==> config.mk <==
export PLATFORM = sky130hd
export DESIGN_NAME = msg_front_end
export DESIGN_NICKNAME = d
export VERILOG_FILES = /design/src/core/byte_fifo.v /design/src/core/msg_front_end.v
export VERILOG_INCLUDE_DIRS = /design/src /design/src/core
export SDC_FILE = /design/constraint.sdc
export NUM_CORES = 1
export LEC_CHECK = 0
export ABC_AREA = 1
export BUFFER_PORTS_ARGS = -buffer_cell sky130_fd_sc_hd__clkbuf_2
export CAP_MARGIN = 10
export CORE_MARGIN = 3
export CORE_UTILIZATION = 50
export CTS_CLUSTER_DIAMETER = 30
export DETAILED_ROUTE_END_ITERATION = 10
export PLACE_DENSITY_LB_ADDON = 0.05
export SETUP_SLACK_MARGIN = 0.05
export SYNTH_ARGS = -nofsm -noshare
export SYNTH_HDL_FRONTEND = slang
export SYNTH_SLANG_ARGS = --single-unit
==> constraint.sdc <==
create_clock -name clock_i -period 4.33 [get_ports clock_i]
set_input_delay 0.866 -clock clock_i [delete_from_list [all_inputs] [get_ports clock_i]]
set_output_delay 0.866 -clock clock_i [all_outputs]
set_load 0.05 [all_outputs]
==> src/core/msg_front_end_map.vh <==
// constants for the instrument message front end
`ifndef MSG_FRONT_END_MAP_VH
`define MSG_FRONT_END_MAP_VH
// ****************************************
// characters
// ****************************************
`define CH_NUL 8'h00
`define CH_LF 8'h0a
`define CH_CR 8'h0d
`define CH_XON 8'h11
`define CH_XOFF 8'h13
`define CH_SPACE 8'h20
`define CH_QUOTE 8'h22
`define CH_PERCENT 8'h25
`define CH_COMMA 8'h2c
`define CH_MINUS 8'h2d
`define CH_PLUS 8'h2b
`define CH_DOT 8'h2e
`define CH_COLON 8'h3a
`define CH_SEMI 8'h3b
`define CH_QMARK 8'h3f
// ****************************************
// parsed item classes
// ****************************************
`define CLS_HEADER 4'h0
`define CLS_QUERY 4'h1
`define CLS_CHAR_ARG 4'h2
`define CLS_NUMBER 4'h3
`define CLS_UNIT_FIRST 4'h4
`define CLS_UNIT_REST 4'h5
`define CLS_STRING 4'h6
`define CLS_LINK 4'h7
`define CLS_ARG_SEP 4'h8
`define CLS_BIN_DATA 4'h9
`define CLS_UNIT_END 4'ha
`define CLS_MSG_END 4'hb
// ****************************************
// number forms
// ****************************************
`define FORM_INTEGER 2'h0
`define FORM_DECIMAL 2'h1
`define FORM_EXPONENT 2'h2
// ****************************************
// serial flow modes and terminators
// ****************************************
`define FLOW_WIRE 2'h0
`define FLOW_INBAND 2'h1
`define FLOW_NONE 2'h2
`define STERM_CR 2'h0
`define STERM_LF 2'h1
`define STERM_CRLF 2'h2
// ****************************************
// buffer sizes and flow thresholds
// ****************************************
`define FIFO_DEPTH 16
`define FIFO_AW 4
`define FLOW_HIGH 5'd12
`define FLOW_LOW 5'd4
`endif

==> src/core/byte_fifo.v <==
// synchronous fifo with valid/ready on both sides and a flush
`timescale 1ns/1ps
module byte_fifo #(
  parameter W = 9,
  parameter D = 16,
  parameter AW = 4
) (
  input wire clock_i,
  input wire rst_n_i,
  input wire flush_i,
  input wire in_valid_i,
  input wire [W-1:0] in_data_i,
  output wire in_ready_o,
  output wire out_valid_o,
  output wire [W-1:0] out_data_o,
  input wire out_ready_i,
  output wire [AW:0] count_o
);
  reg [W-1:0] mem [0:D-1];
  reg [AW-1:0] wr_reg;
  reg [AW-1:0] rd_reg;
  reg [AW:0] cnt_reg;
  wire push;
  wire pop;

  assign in_ready_o = (cnt_reg != D[AW:0]);
  assign out_valid_o = (cnt_reg != {(AW+1){1'b0}});
  assign out_data_o = mem[rd_reg];
  assign count_o = cnt_reg;
  assign push = in_valid_i & in_ready_o;
  assign pop = out_valid_o & out_ready_i;

  always @(posedge clock_i) begin
    if (push) begin
      mem[wr_reg] <= in_data_i;
    end
  end

  always @(posedge clock_i or negedge rst_n_i) begin
    if (!rst_n_i) begin
      wr_reg <= {AW{1'b0}};
      rd_reg <= {AW{1'b0}};
      cnt_reg <= {(AW+1){1'b0}};
    end else if (flush_i) begin
      wr_reg <= {AW{1'b0}};
      rd_reg <= {AW{1'b0}};
      cnt_reg <= {(AW+1){1'b0}};
    end else begin
      if (push) begin
        wr_reg <= (wr_reg == D[AW-1:0] - 1'b1) ? {AW{1'b0}} : wr_reg + 1'b1;
      end
      if (pop) begin
        rd_reg <= (rd_reg == D[AW-1:0] - 1'b1) ? {AW{1'b0}} : rd_reg + 1'b1;
      end
      if (push & !pop) begin
        cnt_reg <= cnt_reg + 1'b1;
      end else if (pop & !push) begin
        cnt_reg <= cnt_reg - 1'b1;
      end
    end
  end
endmodule

==> src/core/msg_front_end.v <==
// instrument message front end: input parsing, response framing, serial flow
//
// What this block does
// - semicolon separates units; final one optional
// - every response ends with semicolon or LF
// - bus sender marks last byte with EOI
// - bus CR-LF option: CR, LF with EOI
// - serial CR or LF ends input message
// - serial output terminator: CR, LF or CR-LF
// - space separates header from following arguments
// - question mark right after header marks query
// - integer, decimal-point and exponent number forms
// - first unit letter only, decibels in full
// - response numbers carry no unit suffix
// - quoted strings; doubled quote is literal quote
// - colon links, comma separates, never comma last
// - binary block: percent, count, checksum, data, checksum
// - execute while receiving; clear or break stops
// - on error discard rest through terminator
// - responses sent when talker; terminator awaits input end
// - output pauses on untalk/clear; clear empties buffers
// - serial null with framing error is break
// - wire flow: RTS/CTS pace, DTR high
// - in-band flow: XON/XOFF pace, RTS/DTR high
// - no flow: RTS/DTR high, inputs ignored
`timescale 1ns/1ps
`include "msg_front_end_map.vh"
module msg_front_end (
  input wire clock_i,
  input wire rst_n_i,
  input wire serial_sel_i,
  input wire response_separator_select_i,
  input wire gpib_crlf_i,
  input wire [1:0] serial_term_sel_i,
  input wire [1:0] flow_mode_i,
  input wire talk_addressed_i,
  input wire device_clear_i,
  input wire interface_clear_i,
  input wire gpib_rx_valid_i,
  input wire [7:0] gpib_rx_data_i,
  input wire gpib_rx_eoi_i,
  input wire ser_rx_valid_i,
  input wire [7:0] ser_rx_data_i,
  input wire ser_rx_frame_err_i,
  output wire rx_ready_o,
  input wire cts_i,
  output wire rts_o,
  output wire dtr_o,
  output wire item_valid_o,
  output wire [7:0] item_data_o,
  output wire [3:0] item_class_o,
  output wire [1:0] integer_number_form_o,
  input wire item_ready_i,
  output wire parse_error_o,
  output wire break_o,
  output wire busy_o,
  input wire resp_valid_i,
  input wire [7:0] resp_data_i,
  input wire resp_last_i,
  output wire resp_ready_o,
  output wire tx_valid_o,
  output wire [7:0] tx_data_o,
  output wire tx_eoi_o,
  input wire tx_ready_i
);
  // parser states
  localparam P_HEAD = 4'd0;
  localparam P_ARG = 4'd1;
  localparam P_NUM = 4'd2;
  localparam P_USP = 4'd3;
  localparam P_UNIT = 4'd4;
  localparam P_STR = 4'd5;
  localparam P_STRQ = 4'd6;
  localparam P_CHI = 4'd7;
  localparam P_CLO = 4'd8;
  localparam P_CS1 = 4'd9;
  localparam P_BDAT = 4'd10;
  localparam P_CS2 = 4'd11;
  localparam P_DISC = 4'd12;
  localparam P_UDB = 4'd13;
  // transmit states
  localparam T_DATA = 2'd0;
  localparam T_LF = 2'd1;

  function is_digit;
    input [7:0] c;
    begin
      is_digit = (c >= 8'h30) && (c <= 8'h39);
    end
  endfunction

  function is_letter;
    input [7:0] c;
    begin
      is_letter = ((c | 8'h20) >= 8'h61) && ((c | 8'h20) <= 8'h7a);
    end
  endfunction

  // ****************************************
  // pin synchroniser and flow state
  // ****************************************
  reg cts_s1_reg, cts_s2_reg, cts_s3_reg, cts_reg;
  reg xoff_rx_reg, xoff_sent_reg;
  wire [4:0] in_cnt;
  wire inband;
  wire flow_char;
  wire ser_break;

  always @(posedge clock_i or negedge rst_n_i) begin
    if (!rst_n_i) begin
      cts_s1_reg <= 1'b0;
      cts_s2_reg <= 1'b0;
      cts_s3_reg <= 1'b0;
      cts_reg <= 1'b0;
    end else begin
      cts_s1_reg <= cts_i;
      cts_s2_reg <= cts_s1_reg;
      cts_s3_reg <= cts_s2_reg;
      if (cts_s2_reg == cts_s3_reg) begin
        cts_reg <= cts_s3_reg;
      end
    end
  end

  assign inband = serial_sel_i & (flow_mode_i == `FLOW_INBAND);
  assign flow_char = inband & ((ser_rx_data_i == `CH_XON) | (ser_rx_data_i == `CH_XOFF));
  assign ser_break = serial_sel_i & ser_rx_valid_i & ser_rx_frame_err_i & (ser_rx_data_i == `CH_NUL);
  assign break_o = ser_break;
  assign dtr_o = 1'b1;
  assign rts_o = !(serial_sel_i & (flow_mode_i == `FLOW_WIRE)) | (in_cnt < `FLOW_HIGH);

  // ****************************************
  // input buffer
  // ****************************************
  wire in_wr_valid;
  wire [8:0] in_wr_data;
  wire in_ready;
  wire in_valid;
  wire [8:0] in_data;
  wire in_pop;
  wire in_flush;

  assign in_flush = device_clear_i | ser_break;
  assign in_wr_valid = serial_sel_i ? (ser_rx_valid_i & !flow_char & !ser_rx_frame_err_i) : gpib_rx_valid_i;
  assign in_wr_data = serial_sel_i ? {1'b0, ser_rx_data_i} : {gpib_rx_eoi_i, gpib_rx_data_i};
  assign rx_ready_o = in_ready;

  byte_fifo #(
    .W(9),
    .D(`FIFO_DEPTH),
    .AW(`FIFO_AW)
  ) in_fifo (
    .clock_i(clock_i),
    .rst_n_i(rst_n_i),
    .flush_i(in_flush),
    .in_valid_i(in_wr_valid),
    .in_data_i(in_wr_data),
    .in_ready_o(in_ready),
    .out_valid_o(in_valid),
    .out_data_o(in_data),
    .out_ready_i(in_pop),
    .count_o(in_cnt)
  );

  // ****************************************
  // parser
  // ****************************************
  reg [3:0] st_reg, st_next;
  reg iv_reg;
  reg [7:0] id_reg;
  reg [3:0] ic_reg;
  reg [1:0] form_reg, form_next;
  reg [15:0] bcnt_reg, bcnt_next;
  reg [7:0] sum_reg, sum_next;
  reg comma_reg, comma_next;
  reg err_reg;
  reg msg_done_reg;
  reg emit;
  reg [3:0] ecls;
  reg err;
  reg [3:0] st_eff;
  wire [7:0] b;
  wire in_bin;
  wire term;
  wire take;

  assign b = in_data[7:0];
  assign in_bin = (st_reg >= P_CHI) && (st_reg <= P_CS2);
  assign term = in_data[8] | (!in_bin & (serial_sel_i | gpib_crlf_i) & (b == `CH_LF))
    | (!in_bin & serial_sel_i & (b == `CH_CR));
  assign take = in_valid & (!iv_reg | item_ready_i);
  assign in_pop = take;
  assign item_valid_o = iv_reg;
  assign item_data_o = id_reg;
  assign item_class_o = ic_reg;
  assign integer_number_form_o = form_reg;
  assign parse_error_o = err_reg;
  assign busy_o = in_valid | iv_reg;

  always @* begin
    st_next = st_reg;
    form_next = form_reg;
    bcnt_next = bcnt_reg;
    sum_next = sum_reg;
    comma_next = 1'b0;
    emit = 1'b0;
    ecls = `CLS_HEADER;
    err = 1'b0;
    // closing quote followed by anything but a quote ends the string
    st_eff = (st_reg == P_STRQ && b != `CH_QUOTE) ? P_ARG : st_reg;
    if (st_eff == P_NUM && !is_digit(b) && b != `CH_DOT && (b | 8'h20) != 8'h65
        && b != `CH_PLUS && b != `CH_MINUS) begin
      st_eff = P_USP;
    end
    if ((st_eff == P_USP || st_eff == P_UNIT || st_eff == P_UDB) && !is_letter(b) && b != `CH_SPACE) begin
      st_eff = P_ARG;
    end
    case (st_eff)
      P_HEAD: begin
        if (b == `CH_SEMI) begin
          emit = 1'b1;
          ecls = `CLS_UNIT_END;
        end else if (b == `CH_QMARK) begin
          emit = 1'b1;
          ecls = `CLS_QUERY;
          st_next = P_ARG;
        end else if (b == `CH_SPACE) begin
          st_next = P_ARG;
        end else if (is_letter(b) | is_digit(b)) begin
          emit = 1'b1;
        end else if (b != `CH_CR && !term) begin
          err = 1'b1;
        end
      end
      P_ARG: begin
        emit = 1'b1;
        st_next = P_ARG;
        if (b == `CH_SEMI) begin
          ecls = `CLS_UNIT_END;
          st_next = P_HEAD;
        end else if (b == `CH_COMMA) begin
          ecls = `CLS_ARG_SEP;
          comma_next = 1'b1;
        end else if (b == `CH_COLON) begin
          ecls = `CLS_LINK;
        end else if (b == `CH_QUOTE) begin
          emit = 1'b0;
          st_next = P_STR;
        end else if (b == `CH_PERCENT) begin
          emit = 1'b0;
          sum_next = 8'h00;
          st_next = P_CHI;
        end else if (is_digit(b) | b == `CH_DOT | b == `CH_PLUS | b == `CH_MINUS) begin
          ecls = `CLS_NUMBER;
          form_next = (b == `CH_DOT) ? `FORM_DECIMAL : `FORM_INTEGER;
          st_next = P_NUM;
        end else if (is_letter(b)) begin
          ecls = `CLS_CHAR_ARG;
        end else if (b == `CH_SPACE || b == `CH_CR || term) begin
          emit = 1'b0;
        end else begin
          emit = 1'b0;
          err = 1'b1;
        end
      end
      P_NUM: begin
        emit = 1'b1;
        ecls = `CLS_NUMBER;
        if (b == `CH_DOT && form_reg == `FORM_INTEGER) begin
          form_next = `FORM_DECIMAL;
        end else if ((b | 8'h20) == 8'h65) begin
          form_next = `FORM_EXPONENT;
        end else if (b == `CH_DOT) begin
          emit = 1'b0;
          err = 1'b1;
        end
      end
      P_USP: begin
        if (is_letter(b)) begin
          emit = 1'b1;
          ecls = `CLS_UNIT_FIRST;
          st_next = ((b | 8'h20) == 8'h64) ? P_UDB : P_UNIT;
        end
      end
      P_UDB: begin
        if (is_letter(b)) begin
          emit = 1'b1;
          ecls = `CLS_UNIT_REST;
        end
      end
      P_UNIT: begin
        st_next = P_UNIT;
      end
      P_STR: begin
        if (b == `CH_QUOTE) begin
          st_next = P_STRQ;
        end else begin
          emit = 1'b1;
          ecls = `CLS_STRING;
        end
      end
      P_STRQ: begin
        emit = 1'b1;
        ecls = `CLS_STRING;
        st_next = P_STR;
      end
      P_CHI: begin
        bcnt_next = {b, 8'h00};
        sum_next = sum_reg + b;
        st_next = P_CLO;
      end
      P_CLO: begin
        bcnt_next = {bcnt_reg[15:8], b};
        sum_next = sum_reg + b;
        st_next = P_CS1;
      end
      P_CS1: begin
        sum_next = 8'h00;
        err = ((sum_reg + b) != 8'h00);
        st_next = (bcnt_reg == 16'h0000) ? P_CS2 : P_BDAT;
      end
      P_BDAT: begin
        emit = 1'b1;
        ecls = `CLS_BIN_DATA;
        sum_next = sum_reg + b;
        bcnt_next = bcnt_reg - 16'h0001;
        if (bcnt_reg == 16'h0001) begin
          st_next = P_CS2;
        end
      end
      P_CS2: begin
        err = ((sum_reg + b) != 8'h00);
        st_next = P_ARG;
      end
      P_DISC: begin
        st_next = P_DISC;
      end
      default: begin
        st_next = P_HEAD;
      end
    endcase
    if (err) begin
      emit = 1'b0;
      st_next = P_DISC;
    end
    if (term) begin
      // terminator byte itself is not data; an eoi byte is
      if (!in_data[8] || (!err && st_eff != P_DISC && !emit && b != `CH_LF)) begin
        emit = 1'b0;
      end
      if (comma_reg && !emit) begin
        err = 1'b1;
      end
      if (in_bin && !(st_reg == P_CS2)) begin
        err = 1'b1;
      end
      st_next = P_HEAD;
    end
  end

  always @(posedge clock_i or negedge rst_n_i) begin
    if (!rst_n_i) begin
      st_reg <= P_HEAD;
      iv_reg <= 1'b0;
      id_reg <= 8'h00;
      ic_reg <= `CLS_HEADER;
      form_reg <= `FORM_INTEGER;
      bcnt_reg <= 16'h0000;
      sum_reg <= 8'h00;
      comma_reg <= 1'b0;
      err_reg <= 1'b0;
    end else if (in_flush) begin
      st_reg <= P_HEAD;
      iv_reg <= 1'b0;
      comma_reg <= 1'b0;
      err_reg <= 1'b0;
    end else begin
      err_reg <= take & err;
      if (item_ready_i) begin
        iv_reg <= 1'b0;
      end
      if (take) begin
        st_reg <= st_next;
        form_reg <= form_next;
        bcnt_reg <= bcnt_next;
        sum_reg <= sum_next;
        comma_reg <= term ? 1'b0 : (comma_next | (comma_reg & !emit));
        if (emit | term) begin
          iv_reg <= 1'b1;
          id_reg <= b;
          ic_reg <= (term && !emit) ? `CLS_MSG_END : ecls;
        end
      end
    end
  end

  // ****************************************
  // response framing and output buffer
  // ****************************************
  reg sep_pend_reg;
  wire o_in_ready, o_valid, o_pop;
  wire [7:0] o_data;
  wire [4:0] o_cnt;

  assign resp_ready_o = !sep_pend_reg & o_in_ready;

  byte_fifo #(
    .W(8),
    .D(`FIFO_DEPTH),
    .AW(`FIFO_AW)
  ) out_fifo (
    .clock_i(clock_i),
    .rst_n_i(rst_n_i),
    .flush_i(device_clear_i),
    .in_valid_i(sep_pend_reg | resp_valid_i),
    .in_data_i(sep_pend_reg ? (response_separator_select_i ? `CH_LF : `CH_SEMI) : resp_data_i),
    .in_ready_o(o_in_ready),
    .out_valid_o(o_valid),
    .out_data_o(o_data),
    .out_ready_i(o_pop),
    .count_o(o_cnt)
  );

  // ****************************************
  // transmitter
  // ****************************************
  reg txv_reg, txe_reg, sent_reg;
  reg [7:0] txd_reg;
  reg [1:0] tst_reg;
  wire gpib_eoi_mode, hold_last, send_ok, load, flow_send, end_now;

  assign tx_valid_o = txv_reg;
  assign tx_data_o = txd_reg;
  assign tx_eoi_o = txe_reg;
  assign gpib_eoi_mode = !serial_sel_i & !gpib_crlf_i;
  assign hold_last = gpib_eoi_mode & (o_cnt == 5'd1) & !msg_done_reg;
  assign send_ok = serial_sel_i ? ((flow_mode_i == `FLOW_WIRE) ? cts_reg :
    (flow_mode_i == `FLOW_INBAND) ? !xoff_rx_reg : 1'b1) : (talk_addressed_i & !interface_clear_i);
  assign load = !txv_reg | tx_ready_i;
  assign flow_send = inband & (xoff_sent_reg ? (in_cnt <= `FLOW_LOW) : (in_cnt >= `FLOW_HIGH));
  assign o_pop = load & !flow_send & send_ok & (tst_reg == T_DATA) & o_valid & !hold_last;
  assign end_now = load & !flow_send & send_ok & (tst_reg == T_DATA) & !o_valid & msg_done_reg & sent_reg;

  always @(posedge clock_i or negedge rst_n_i) begin
    if (!rst_n_i) begin
      sep_pend_reg <= 1'b0;
      msg_done_reg <= 1'b0;
      xoff_rx_reg <= 1'b0;
      xoff_sent_reg <= 1'b0;
      txv_reg <= 1'b0;
      txe_reg <= 1'b0;
      txd_reg <= 8'h00;
      tst_reg <= T_DATA;
      sent_reg <= 1'b0;
    end else if (device_clear_i) begin
      sep_pend_reg <= 1'b0;
      msg_done_reg <= 1'b0;
      txv_reg <= 1'b0;
      tst_reg <= T_DATA;
      sent_reg <= 1'b0;
    end else begin
      if (resp_valid_i & resp_ready_o & resp_last_i) begin
        sep_pend_reg <= 1'b1;
      end else if (o_in_ready) begin
        sep_pend_reg <= 1'b0;
      end
      if (ser_rx_valid_i & flow_char) begin
        xoff_rx_reg <= (ser_rx_data_i == `CH_XOFF);
      end
      if (take & term) begin
        msg_done_reg <= o_valid | sep_pend_reg | resp_valid_i | sent_reg;
      end else if (end_now | (o_pop & gpib_eoi_mode & (o_cnt == 5'd1))) begin
        msg_done_reg <= 1'b0;
      end
      if (load) begin
        txv_reg <= 1'b0;
        txe_reg <= 1'b0;
        if (flow_send) begin
          txv_reg <= 1'b1;
          txd_reg <= xoff_sent_reg ? `CH_XON : `CH_XOFF;
          xoff_sent_reg <= !xoff_sent_reg;
        end else if (o_pop) begin
          txv_reg <= 1'b1;
          txd_reg <= o_data;
          sent_reg <= 1'b1;
          if (gpib_eoi_mode & (o_cnt == 5'd1)) begin
            txe_reg <= 1'b1;
            sent_reg <= 1'b0;
          end
        end else if (end_now) begin
          txv_reg <= 1'b1;
          sent_reg <= 1'b0;
          if (serial_sel_i & (serial_term_sel_i == `STERM_LF)) begin
            txd_reg <= `CH_LF;
          end else begin
            txd_reg <= `CH_CR;
            tst_reg <= (serial_sel_i & (serial_term_sel_i == `STERM_CR)) ? T_DATA : T_LF;
          end
        end else if ((tst_reg == T_LF) & send_ok & !flow_send) begin
          txv_reg <= 1'b1;
          txd_reg <= `CH_LF;
          txe_reg <= !serial_sel_i;
          tst_reg <= T_DATA;
        end
      end
    end
  end
endmodule

# Word level (Yosys, flattened, before mapping)
# Memory sizes are Yosys's and may differ from the RTL's.
# Index checks and enable logic that the tools add are counted.
# classes
n_addsub	10
order_cmp	9
eq_ne	73
muxes	171
bitwise_logic	70
reduce_logical	97
# op_table
operator	n
4-bit two-way mux	30
1-bit two-way mux	85
8-bit by 6-bit == test with 1-bit output (second input constant)	10
8-bit two-way mux	10
4-bit one-hot mux with 13 select lines	1
4-bit == test (second input constant)	12
16-bit one-hot mux with 3 select lines	1
1-bit bitwise AND	47
2-bit two-way mux	21
8-bit by 6-bit inequality test with 1-bit output (second input constant)	5
4-bit one-hot mux with 8 select lines	1
3-bit two-way mux	10
5-bit two-way mux	6
1-bit logical NOT	29
4-bit by 3-bit == test with 1-bit output (second input constant)	6
8-bit one-hot mux with 3 select lines	1
3-bit nonzero test	8
5-bit by 4-bit inequality test with 1-bit output (second input constant)	4
1-bit OR	20
1-bit logical AND	19
2-bit inequality test (second input constant)	9
4-bit by 1-bit adder with 4-bit output (second input constant)	4
16-bit by 1-bit == test with 1-bit output (second input constant)	1
4-bit by 2-bit == test with 1-bit output (second input constant)	4
other kinds (51)	86
# totals
reg_bits	92
mem_bits_rw	272
elab_cells	461
n_memories	2
# mem_list
memory	depth	width	rd	rd_ports_with_merged_regs	write_ports	line_no	rtl
in_fifo.mem	16	9	1	0	1	byte_fifo.v:19	reg [W-1:0] mem [0:D-1];
out_fifo.mem	16	8	1	0	1	byte_fifo.v:19	

# Logic depth before layout (Yosys ltp)
# Gate-level depths: netlist of the first run.
# An unclocked memory read counts as a cell.
# depth
depth_word	34
mapped_depth	33

# By module
# A second synthesis of the first run with hierarchy kept.
# unflattened
cells_unflattened	1776
area_unflattened_um2	17611.9
# by_module_without_submodules
module	instances	cells_each	area_each_um2	seq_area_each_um2
byte_fifo at in_fifo	1	543	6593.8	4649.5
byte_fifo at out_fifo	1	497	5965.7	4169.0
msg_front_end	1	736	5052.3	1626.6

# Worst setup path after synthesis of the first run
# OpenSTA, ideal clock, no wires.
# synth_path
kind	reg2reg
start	register in_fifo.rd_reg[1]
end	register st_reg[1]
setup_time_ps	121
t_arrival_ps	3266
t_required_ps	4209
setup_slack_ps	943
stages_incl_launch_ff	27
n_path_buf	2
path_cell_list	dfrtp_1 > buf_4 > nor2_4 > buf_6 > nand3_1 > nand2_1 > nor2_1 > nand2_1 > nand2_2 > ha_1 > fa_1 > nand3_1 > and2_1 > nor2_1 > o21ai_0 > nand2_1 > xor2_1 > nor4_1 > nor3_1 > inv_1 > nand4_1 > nor2_1 > nand2_1 > nand2_2 > inv_2 > nand2_1 > o21ai_1
# synth_between
elab_chain_len	24
word_cells_on_any_way	114
cone_classes	1 x add/sub; 4 x order compare; 43 x eq/ne; 33 x mux; 8 x bitwise; 24 x reduce/logical; 1 x memory
# synth_rtl
element	line_no	rtl
start, declared	byte_fifo.v:21	reg [AW-1:0] rd_reg;
start signal, assigned	byte_fifo.v:42	rd_reg <= {AW{1'b0}};
start signal, assigned	byte_fifo.v:46	rd_reg <= {AW{1'b0}};
start signal, assigned	byte_fifo.v:53	rd_reg <= (rd_reg == D[AW-1:0] - 1'b1) ? {AW{1'b0}} : rd_reg + 1'b1;
memory 16 x 9 bit *	--	
via in_data[0]	msg_front_end.v:139	wire [8:0] in_data;
8-bit by 6-bit inequality test with 1-bit output (no source line)	--	
1-bit logical AND (no source line)	--	
4-bit two-way mux	msg_front_end.v:210	st_eff = (st_reg == P_STRQ && b != `CH_QUOTE) ? P_ARG : st_reg;
4-bit by 2-bit == test with 1-bit output	msg_front_end.v:211	if (st_eff == P_NUM && !is_digit(b) && b != `CH_DOT && (b | 8'h20) != 8'h65
1-bit logical AND	msg_front_end.v:211	
1-bit logical AND (no source line)	--	
(+9 left out)	--	
4-bit two-way mux	msg_front_end.v:215	if ((st_eff == P_USP || st_eff == P_UNIT || st_eff == P_UDB) && !is_letter(b) && b != `CH_SPACE) begin
4-bit == test / 4-bit by 2-bit == test with 1-bit output (equally long branches)	msg_front_end.v:218	case (st_eff)
2-bit OR reduction (no source line)	--	
4-bit one-hot mux with 13 select lines / 1-bit one-hot mux with 4 select lines (equally long branches)	msg_front_end.v:218	
4-bit two-way mux	msg_front_end.v:342	if (err) begin
4-bit two-way mux	msg_front_end.v:346	if (term) begin
4-bit two-way mux	msg_front_end.v:382	if (take) begin
4-bit two-way mux	msg_front_end.v:372	end else if (in_flush) begin
end signal, assigned	msg_front_end.v:383	st_reg <= st_next;
end, declared	msg_front_end.v:168	reg [3:0] st_reg, st_next;
# Mark *: on every way through the listed nets, which the timed path passes. The rest lies on a longest branch. The select of a mux whose other input is x is not followed.
# A chain may end at the register's enable or synchronous reset.

# Final worst setup path of the first run
# layout_path
start	register in_fifo.rd_reg[0]
end	register ic_reg[3] (netlist: item_class_o[3])
# layout_between
elab_chain_len	31
word_cells_on_any_way	129
cone_classes	1 x add/sub; 4 x order compare; 35 x eq/ne; 45 x mux; 9 x bitwise; 34 x reduce/logical; 1 x memory
# layout_rtl
element	line_no	rtl
memory 16 x 9 bit *	--	
via in_data[3]	msg_front_end.v:139	
parallel branches: the longest is 30 deep, another holds 8-bit by 6-bit >= comparator with 1-bit output	--	
end signal, assigned	msg_front_end.v:366	ic_reg <= `CLS_HEADER;
end signal, assigned	msg_front_end.v:391	ic_reg <= (term && !emit) ? `CLS_MSG_END : ecls;
end, declared	msg_front_end.v:171	reg [3:0] ic_reg;
# Mark *: on every way through the listed nets, which the timed path passes. The select of a mux whose other input is x is not followed.

==> flow_summary.yaml, run 1 <==
outcome:
  outcome: "completed"
sta:
  final.min_clock_period_ns: 3.95
  holdWs_ns: 0.349
  rsz0062_at_grt: "yes"
  finalHoldViolCount: 0
  fin_crit_sh_pct: 91.3
  fin_tns_setup_ns: 0
  finalSetupViolations: 0
  clock_skew_ns: 0.0234
  clock.fmax_mhz: 253
  drv_slew: 0
  worstMarginPinSlew_ns: 1.16
  max-slew-margin-rel_pct: 22.1
route:
  vias: 13500
  first_iter_violations: 1093
  drc: 0
  wirelength_um: 46700
  via_per_inst: 5.46
  drt-pass1-iter-count: 5
  antenna_left: 0
  wl_per_cell_um: 18.9
clocking:
  cts.sinks: 363
  clockBufferDepth: 3
  path_clk_slew_ns: 0.05
  cts_htree_levels: 3
  cts_root_buf: "clkbuf_16"
  cts_tree: "built"
  cts_buffers: 81
  hold_buffers: 0
  insertion_delay_ns: 0.60
worst_setup_path:
  worst_setup_path_end_kind: "flip-flop"
  crit_path_max_fanout: 18
  reg2regPathDepth: 26
  cp.required_ns: 4.81
  cp.arrival_ns: 4.43
  worstSetupStartpointType: "flip-flop"
  critPathKind: "reg2reg"
layout:
  final_common_cell: "nand2_1"
  largest_reg_flops: 144
  drive_above_1_share_pct: 16.3
  n_antenna_cell: 0
  final_nets: 2020
  synthToLayoutAreaGrowth_pct: 20.7
  final_cell_mix: "nand2_1, edfxtp_1, nor2_1, inv_1, nand3_1"
logic_synthesis:
  syn_area_per_cell_um2: 9.61
  synth_cells: 1823
  synth_nets: 1896
  yosysUniqueCellTypes: 61
  synth_seq_cells: 363
  netlist_area_um2: 17500
  ys.warnings.count: 0
  yosysSeqAreaShare_pct: 59.6
power_and_ir_drop:
  p_int_mw: 9.53
  swShare_pct: 38.3
  p_switching_mw: 5.91
  power_frac_clock_pct: 38.3
  cellPowerDensity_nw_per_um2: 730
  ir_worst_vdd_v: 0.000516
  p_leak_nw: 8.80
  p_seq_share_pct: 28.6
  p_comb_share_pct: 33.0
global_routing:
  grt_pass1_wl_um: 73400
  track_usage_pct: 25.7
  antenna_found_initial: 0
  grt_pass1_vias: 13100
  gr-total-overflow: 0
  grt_max_degree: 72
flow_run:
  cap_violations: 0
min_path:
  hold_depth: 0
  hp-class: "reg2reg"
place:
  dp_hpwl_um: 30800
  numPortBuffers: 75
  gp_congestion: 0.938
floorplan:
  coreArea_um2: 34000
  die_w_um: 193
  dieArea_um2: 37300
  ios: 77
  core.rowCount: 67
  die_h_um: 193
  initial_utilization_pct: 51.5
[worst paths after layout]
check,slack (ns),end,startpoint
min,0.35,cts_s2_reg,cts_s1_reg
max reg2reg,0.38,item_class_o[3],in_fifo.rd_reg[0]
max,0.38,item_class_o[3],in_fifo.rd_reg[0]
min reg2reg,0.35,cts_s2_reg,cts_s1_reg
min in group asynchronous,0.45,in_fifo.rd_reg[0],rst_n_i
max in group asynchronous,2.98,integer_number_form_o[1],rst_n_i
[Yosys cell counts, drive strengths merged]
master    n  area share, %
o221ai    1          0.050
o21ai   123            3.7
o41ai     5           0.25
xor2     20            1.0
a31oi     6           0.21
o22ai    25           0.89
nand4    17           0.61
a221oi   11           0.55
conb      1          0.021
nor3     20           0.57
nand3b    2          0.086
o211ai    5           0.24
a41oi     2           0.14
clkinv    3          0.071
a32o      5           0.29
edfxtp  272             47
or2       6           0.21
fa        2           0.23
o21a      4           0.17
a311oi    3           0.15
o311a     1          0.057
o31ai     2          0.086
nand3   105            3.2
o21bai    2          0.086
clkbuf   33           0.71
nor2    208            4.7
dfrtp    91             13
a21oi    89            2.7
o311ai    2           0.10
a211oi    3           0.13
a22oi     4           0.17
ha       26            1.9
nor4     11           0.39
and2      1          0.036
maj3      1          0.057
buf      31            1.2
nand2   500             11
inv     170            3.7
xnor2     9           0.45
mux2i     1          0.057
[through the flow]
| step | area [um^2] | util, % | cells | power, mW | setup slack (ns) |
|---|---|---|---|---|---|
| after global routing | 21100 | 62.1 | 2463 | 16.3 | 0.0362 |
| final | 21100 | 62.1 | 2463 | 15.4 | 0.377 |
| after detailed placement | 18300 | 53.9 | 2307 | 9.44 | 0.261 |
| after floorplan | 17500 | - | 1823 | 8.01 | 0.943 |
| after global placement | 18300 | 53.9 | 2307 | 9.42 | 0.304 |
| after CTS | 21000 | 61.8 | 2458 | 15.4 | 0.228 |
[metal layers]
layer / track usage [%] / vias to the layer above / share of wire (%)
met1: 34.5 / 6436 / 43
li1: - / 6499 / -
met3: 4.38 / 89 / 5.7
met5: 0 / - / 0
met4: 10.4 / 0 / 3.0
met2: 42.0 / 433 / 48
[cell type report]
cell class                 count  area [um^2]
clock inverter                53          522
tap                          448          561
multi-input combinational   1223         6100
timing repair buffer         105          671
sequential                   363        10400
fill                        2875        12900
clock buffer                  98         2180
inverter                     173          661
[kinds of logic (layout without fill, tap and decap cells)]
group | count (synthesis) | in the layout | share of synthesized area [%]
AO/OA/AOI/OAI | 293 | 293 | 9.92
adder cells (fa/ha/maj) | 29 | 29 | 2.14
flip-flops | 363 | 363 | 59.6
AND/OR/NAND/NOR | 870 | 870 | 21.1
XOR/XNOR | 29 | 29 | 1.45
multiplexers | 1 | 1 | 0.0572
buffers and inverters | 237 | 429 | 5.70
other | 1 | 1 | 0.0214
[power groups by stage]
stage                     registers [mW]  clock network (mW)  logic, mW
after global placement              4.47                   0       4.96
after detailed placement            4.47                   0       4.97
after global routing                4.46                6.21       5.64
after CTS                           4.42                6.01       5.00
final                               4.42                5.92       5.10
after floorplan                     4.71                   0       3.30
[repair_timing]
item | 4_1_cts | 5_1_grt
setup buffers | 0 | 4
resized for setup | 0 | 8
setup endpoints to repair | 0 | 18
[critical path: stages (launching register included)]
cell and delay [ns]:
dfrtp_2 0.46, inv_6 0.16, buf_4 0.24, nand2_1 0.07, nand2_1 0.09, nand2_1 0.06, nand3_1 0.11, nand2_1 0.15
nand2_4 0.17, inv_2 0.10, nor2_1 0.16, nand2_2 0.17, nand2_1 0.13, nand3_2 0.15, nand2_2 0.12, inv_2 0.05
a41oi_2 0.18, inv_2 0.08, nor2_4 0.20, nand2_1 0.16, nand2_1 0.12, nand2_1 0.09, nand3_2 0.15, nand2_8 0.13
inv_2 0.13, nand3_1 0.09, o21a_1 0.12
No activity file was read; power rests on OpenSTA's default activity.
==> run 2, diff against run 1 <==
--- a/config.mk
+++ b/config.mk
@@ -14,6 +14,7 @@
 export CTS_CLUSTER_DIAMETER = 30
 export DETAILED_ROUTE_END_ITERATION = 10
 export PLACE_DENSITY_LB_ADDON = 0.05
+export RECOVER_POWER = 50
 export SETUP_SLACK_MARGIN = 0.05
 export SYNTH_ARGS = -nofsm -noshare
 export SYNTH_HDL_FRONTEND = slang
==> flow_summary.yaml, run 2 (same netlist as run 1, synthesis figures left out) <==
global_routing:
  grt_pass1_wl_um: 73400
  track_usage_pct: 25.7
  grt_pass1_vias: 13100
  gr-total-overflow: 0
  grt_max_degree: 72
  antenna_found_initial: 0
layout:
  largest_reg_flops: 144
  final_common_cell: "nand2_1"
  synthToLayoutAreaGrowth_pct: 20.6
  drive_above_1_share_pct: 15.8
  final_nets: 2020
  fin_cells: 2463
  final_cell_mix: "nand2_1, edfxtp_1, nor2_1, inv_1, nand3_1"
  postLayoutCoreUtil_pct: 62.1
  n_antenna_cell: 0
worst_setup_path:
  crit_path_max_fanout: 18
  reg2regPathDepth: 26
  rrSetupSlack_ns: 0.38
  critPathKind: "reg2reg"
  worst-path-buf-inv: 6
  critPathTopFamily: "simple AND/OR/NAND/NOR gates"
  path_depth: 26
  endpoint: "item_class_o[3]"
  r2r-start: "in_fifo.rd_reg[0]"
  cp.arrival_ns: 4.43
  cp_common_cell: "nand2_1"
  slowest_stage: "dfrtp_2"
  reg2reg_to: "item_class_o[3]"
  worst_setup_path_end_kind: "flip-flop"
  startpoint: "in_fifo.rd_reg[0]"
  worstSetupStartpointType: "flip-flop"
  slowest_delay_ns: 0.46
  cp.required_ns: 4.81
clocking:
  hold_buffers: 0
  cts.sinks: 363
  insertion_delay_ns: 0.60
  cts_buffers: 81
  path_clk_slew_ns: 0.05
  cts_root_buf: "clkbuf_16"
  clockBufferDepth: 3
  cts_htree_levels: 3
  cts_tree: "built"
sta:
  clock.fmax_mhz: 253
  finalSetupViolations: 0
  fin_tns_setup_ns: 0
  final.min_clock_period_ns: 3.95
  finalWorstSetupSlack_ns: 0.379
  max-slew-margin-rel_pct: -33.7
  drv_slew: 72
  worstMarginPinSlew_ns: 2.00
  finalHoldViolCount: 0
  fin_crit_sh_pct: 91.3
  rsz0062_at_grt: "yes"
  clock_skew_ns: 0.0230
route:
  antenna_left: 0
  drt-pass1-iter-count: 6
  vias: 13500
  wirelength_um: 46600
  wl_per_cell_um: 18.9
  via_per_inst: 5.46
  drc: 0
  first_iter_violations: 1096
power_and_ir_drop:
  cellPowerDensity_nw_per_um2: 731
  p_leak_nw: 8.77
  ir_worst_vdd_v: 0.000515
floorplan:
  die_h_um: 193
  ios: 77
  initial_utilization_pct: 51.5
  dieArea_um2: 37300
  die_w_um: 193
  core.rowCount: 67
  coreArea_um2: 34000
place:
  numPortBuffers: 75
  dp_hpwl_um: 30800
  dp_slack_ns: 0.261
  gp_congestion: 0.938
  dp.cells: 2307
flow_run:
  cap_violations: 1
outcome:
  outcome: "finished with violations"
  violations: "max-capacitance violations, max-slew violations"
min_path:
  hp-class: "reg2reg"
-- run 2: cell count changes in the layout (fill, tap and decap cells not counted), sizes merged --
cell    before  now
buf         30   26
clkbuf     173  177
-- run 2: worst register-to-register path: stages (launching register included) --
cell and delay (ns):
dfrtp_2 0.46, inv_6 0.16, buf_4 0.24, nand2_1 0.08, nand2_1 0.09, nand2_1 0.06, nand3_1 0.11, nand2_1 0.15
nand2_4 0.17, inv_2 0.10, nor2_1 0.17, nand2_2 0.17, nand2_1 0.13, nand3_2 0.15, nand2_2 0.12, inv_2 0.05
a41oi_2 0.18, inv_2 0.08, nor2_4 0.20, nand2_1 0.16, nand2_1 0.12, nand2_1 0.09, nand3_2 0.15, nand2_8 0.13
inv_2 0.13, nand3_1 0.09, o21a_1 0.12
-- run 2: cell type report --
class	count	area [um^2]
inverter	173	661
tap	448	561
sequential	363	10400
timing repair buffer	105	651
clock buffer	98	2180
multi-input combinational	1223	6100
clock inverter	53	522
fill	2878	12900
-- run 2: stage by stage --
step	total power [mW]	hold WS [ns]	cell area [um^2]
final	15.4	0.349	21100
after global routing	16.3	0.354	21100
after CTS	15.4	0.353	21000
after detailed placement	9.44	0.345	18300
after global placement	9.42	0.343	18300
after floorplan	8.01	0.331	17500
-- run 2: how the worst min path moves through the flow --
stage                     from         end  slack [ns]  depth (start not counted)
global placement    cts_s1_reg  cts_s2_reg        0.34                          0
floorplan           cts_s1_reg  cts_s2_reg        0.33                          0
global route        cts_s1_reg  cts_s2_reg        0.35                          0
CTS                 cts_s1_reg  cts_s2_reg        0.35                          0
finish              cts_s1_reg  cts_s2_reg        0.35                          0
detailed placement  cts_s1_reg  cts_s2_reg        0.35                          0
-- run 2: metal layers --
| layer | vias up | part of all wire [%] | GRT usage (%) |
|---|---|---|---|
| met2 | 430 | 48 | 42.0 |
| met4 | 0 | 3.2 | 10.4 |
| met1 | 6434 | 43 | 34.5 |
| li1 | 6498 | - | - |
| met5 | - | 0 | 0 |
| met3 | 96 | 5.8 | 4.38 |
-- run 2: where the power goes --
group | internal, mW | switching, mW | total (mW) | leakage [nW]
Sequential | 4.14 | 0.279 | 4.42 | 3.62
Combinational | 1.46 | 3.63 | 5.09 | 3.84
Clock | 3.92 | 2.00 | 5.92 | 1.31
-- run 2: what timing repair did --
action / 4_1_cts / 5_1_grt
gates resized for setup: 0 / 8
setup endpoints to repair: 0 / 18
buffers inserted: 0 / 4
==> run 3, diff against run 2 <==
--- a/config.mk
+++ b/config.mk
@@ -13,7 +13,7 @@
 export CORE_UTILIZATION = 50
 export CTS_CLUSTER_DIAMETER = 30
 export DETAILED_ROUTE_END_ITERATION = 10
-export PLACE_DENSITY_LB_ADDON = 0.05
+export PLACE_DENSITY = 0.72
 export RECOVER_POWER = 50
 export SETUP_SLACK_MARGIN = 0.05
 export SYNTH_ARGS = -nofsm -noshare
==> flow_summary.yaml, run 3 (same netlist as run 1, synthesis figures left out) <==
outcome:
  outcome: "finished with violations"
  violations: "max-capacitance violations, max-slew violations"
global_routing:
  grt_pass1_wl_um: 73600
  grt_use_met2_pct: 39.9
  grt_max_degree: 83
  grt_pass1_vias: 13500
  track_usage_pct: 25.7
  use_met3_pct: 4.81
  gr-total-overflow: 0
  antenna_found_initial: 0
  top_usage_layer: "met2"
  grt_util_met1_pct: 35.4
route:
  antenna_left: 0
  first_iter_violations: 1334
  vias: 14100
  drt-pass1-iter-count: 6
  wirelength_um: 49300
  drc: 0
  via_per_inst: 5.69
  wl_per_cell_um: 20.0
layout:
  final_common_cell: "nand2_1"
  multi_input_area_um2: 6130
  synthToLayoutAreaGrowth_pct: 21.2
  final_cell_mix: "nand2_1, edfxtp_1, nor2_1, inv_1, nand3_1"
  regArea_um2: 10500
  final_nets: 2034
  drive_above_1_share_pct: 16.1
  largest_reg_flops: 144
  final_cell_area_um2: 21200
  fin_cells: 2471
  fillCellCount: 2710
  n_antenna_cell: 0
min_path:
  worstHoldEndpoint: "cts_s2_reg"
  min_from: "cts_s1_reg"
  hp-class: "reg2reg"
  hold_depth: 0
worst_setup_path:
  crit_path_max_fanout: 18
  worstSetupStartpointType: "flip-flop"
  cp.required_ns: 4.77
  critPathTopFamily: "simple AND/OR/NAND/NOR gates"
  reg2regPathDepth: 27
  critPathKind: "reg2reg"
  cp.arrival_ns: 4.48
  r2r-start: "in_fifo.rd_reg[0]"
  worst_setup_path_end_kind: "flip-flop"
  cp_common_cell: "nand2_2"
  rrSetupSlack_ns: 0.29
  worst-path-buf-inv: 6
  reg2reg_to: "item_class_o[1]"
  slowest_delay_ns: 0.49
  slowest_stage: "dfrtp_4"
sta:
  finalHoldViolCount: 0
  max-slew-margin-rel_pct: -56.5
  clock_skew_ns: 0.0501
  final.min_clock_period_ns: 4.04
  clock.fmax_mhz: 248
  worstMarginPinSlew_ns: 2.35
  fin_crit_sh_pct: 93.2
  finalSetupViolations: 0
  drv_slew: 96
place:
  numPortBuffers: 75
  gp_congestion: 0.974
  dp_hpwl_um: 31100
  dp.cells: 2312
  placed_cell_area_um2: 18400
clocking:
  cts_tree: "built"
  cts_buffers: 74
  cts_htree_levels: 3
  path_clk_slew_ns: 0.05
  hold_buffers: 0
  cts_root_buf: "clkbuf_16"
  cts.sinks: 363
  insertion_delay_ns: 0.61
  clockBufferDepth: 3
floorplan:
  initial_utilization_pct: 51.5
  die_h_um: 193
  core.rowCount: 67
  dieArea_um2: 37300
  die_w_um: 193
  coreArea_um2: 34000
  ios: 77
power_and_ir_drop:
  cellPowerDensity_nw_per_um2: 729
  ir_worst_vdd_v: 0.000467
  p_leak_nw: 8.80
flow_run:
  cap_violations: 3
==> run 3: how the worst max path moves through the flow <==
stage | to | cells after the start | startpoint
floorplan | st_reg[1] | 26 | in_fifo.rd_reg[1]
global placement | st_reg[1] | 24 | in_fifo.rd_reg[0]
detailed placement | st_reg[1] | 25 | in_fifo.rd_reg[2]
CTS | st_reg[1] | 25 | in_fifo.rd_reg[2]
global route | st_reg[1] | 27 | in_fifo.rd_reg[0]
finish | item_class_o[1] | 27 | in_fifo.rd_reg[0]
==> run 3: area by class of cell <==
class	instances	area share, %
tap	448	2.64
clock inverter	52	2.97
multi-input combinational	1224	28.9
clock buffer	86	9.27
sequential	363	49.2
timing repair buffer	123	3.75
timing repair inverter	2	0.0943
inverter	173	3.17
==> run 3: report_power, final <==
group / total [mW] / internal (mW) / leakage [nW] / switching [mW]
combinational: 5.35 / 1.56 / 3.94 / 3.79
sequential: 4.38 / 4.14 / 3.62 / 0.241
clock: 5.75 / 3.74 / 1.24 / 2.00
==> run 3: what timing repair did <==
item,CTS,global route
gates resized for setup,0,22
buffers inserted,0,11
endpoints found under the setup margin,0,37
==> run 3: worst reg2reg max path, stage by stage (launching register included) <==
cell	delay, ns
dfrtp_4	0.49
buf_12	0.15
buf_4	0.15
inv_6	0.14
nand2_1	0.08
nand3_1	0.07
nand3_1	0.17
nand2_1	0.14
nand2_2	0.15
inv_2	0.16
nand2_2	0.13
nor2_4	0.15
nand2_1	0.08
nand3_2	0.15
nand2_2	0.09
inv_2	0.09
nand2_1	0.06
a21oi_2	0.16
nand3_4	0.13
nand2_2	0.10
nor2_1	0.07
nand2_2	0.12
nand3_1	0.08
nor2_1	0.20
nand3_2	0.17
nand2_8	0.16
inv_2	0.09
o21a_1	0.17
==> run 3: metrics by stage <==
stage	hold slack, ns	utilization, %	setup TNS (ns)	setup slack (ns)	power [mW]
4_1_cts	0.257	61.6	0	0.0751	15.1
6_report	0.355	62.4	0	0.292	15.5
5_1_grt	0.344	62.4	-0.0289	-0.0289	16.3
3_3_place_gp	0.336	53.9	0	0.291	9.27
2_1_floorplan	0.331	-	0	0.943	8.01
3_5_place_dp	0.344	53.9	0	0.129	9.35
==> run 3: routing by layer <==
metal,wire length [um],share of wire (%)
met1,20200,41
met2,22600,46
met3,4460,9.0
met4,2110,4.3
met5,0,0
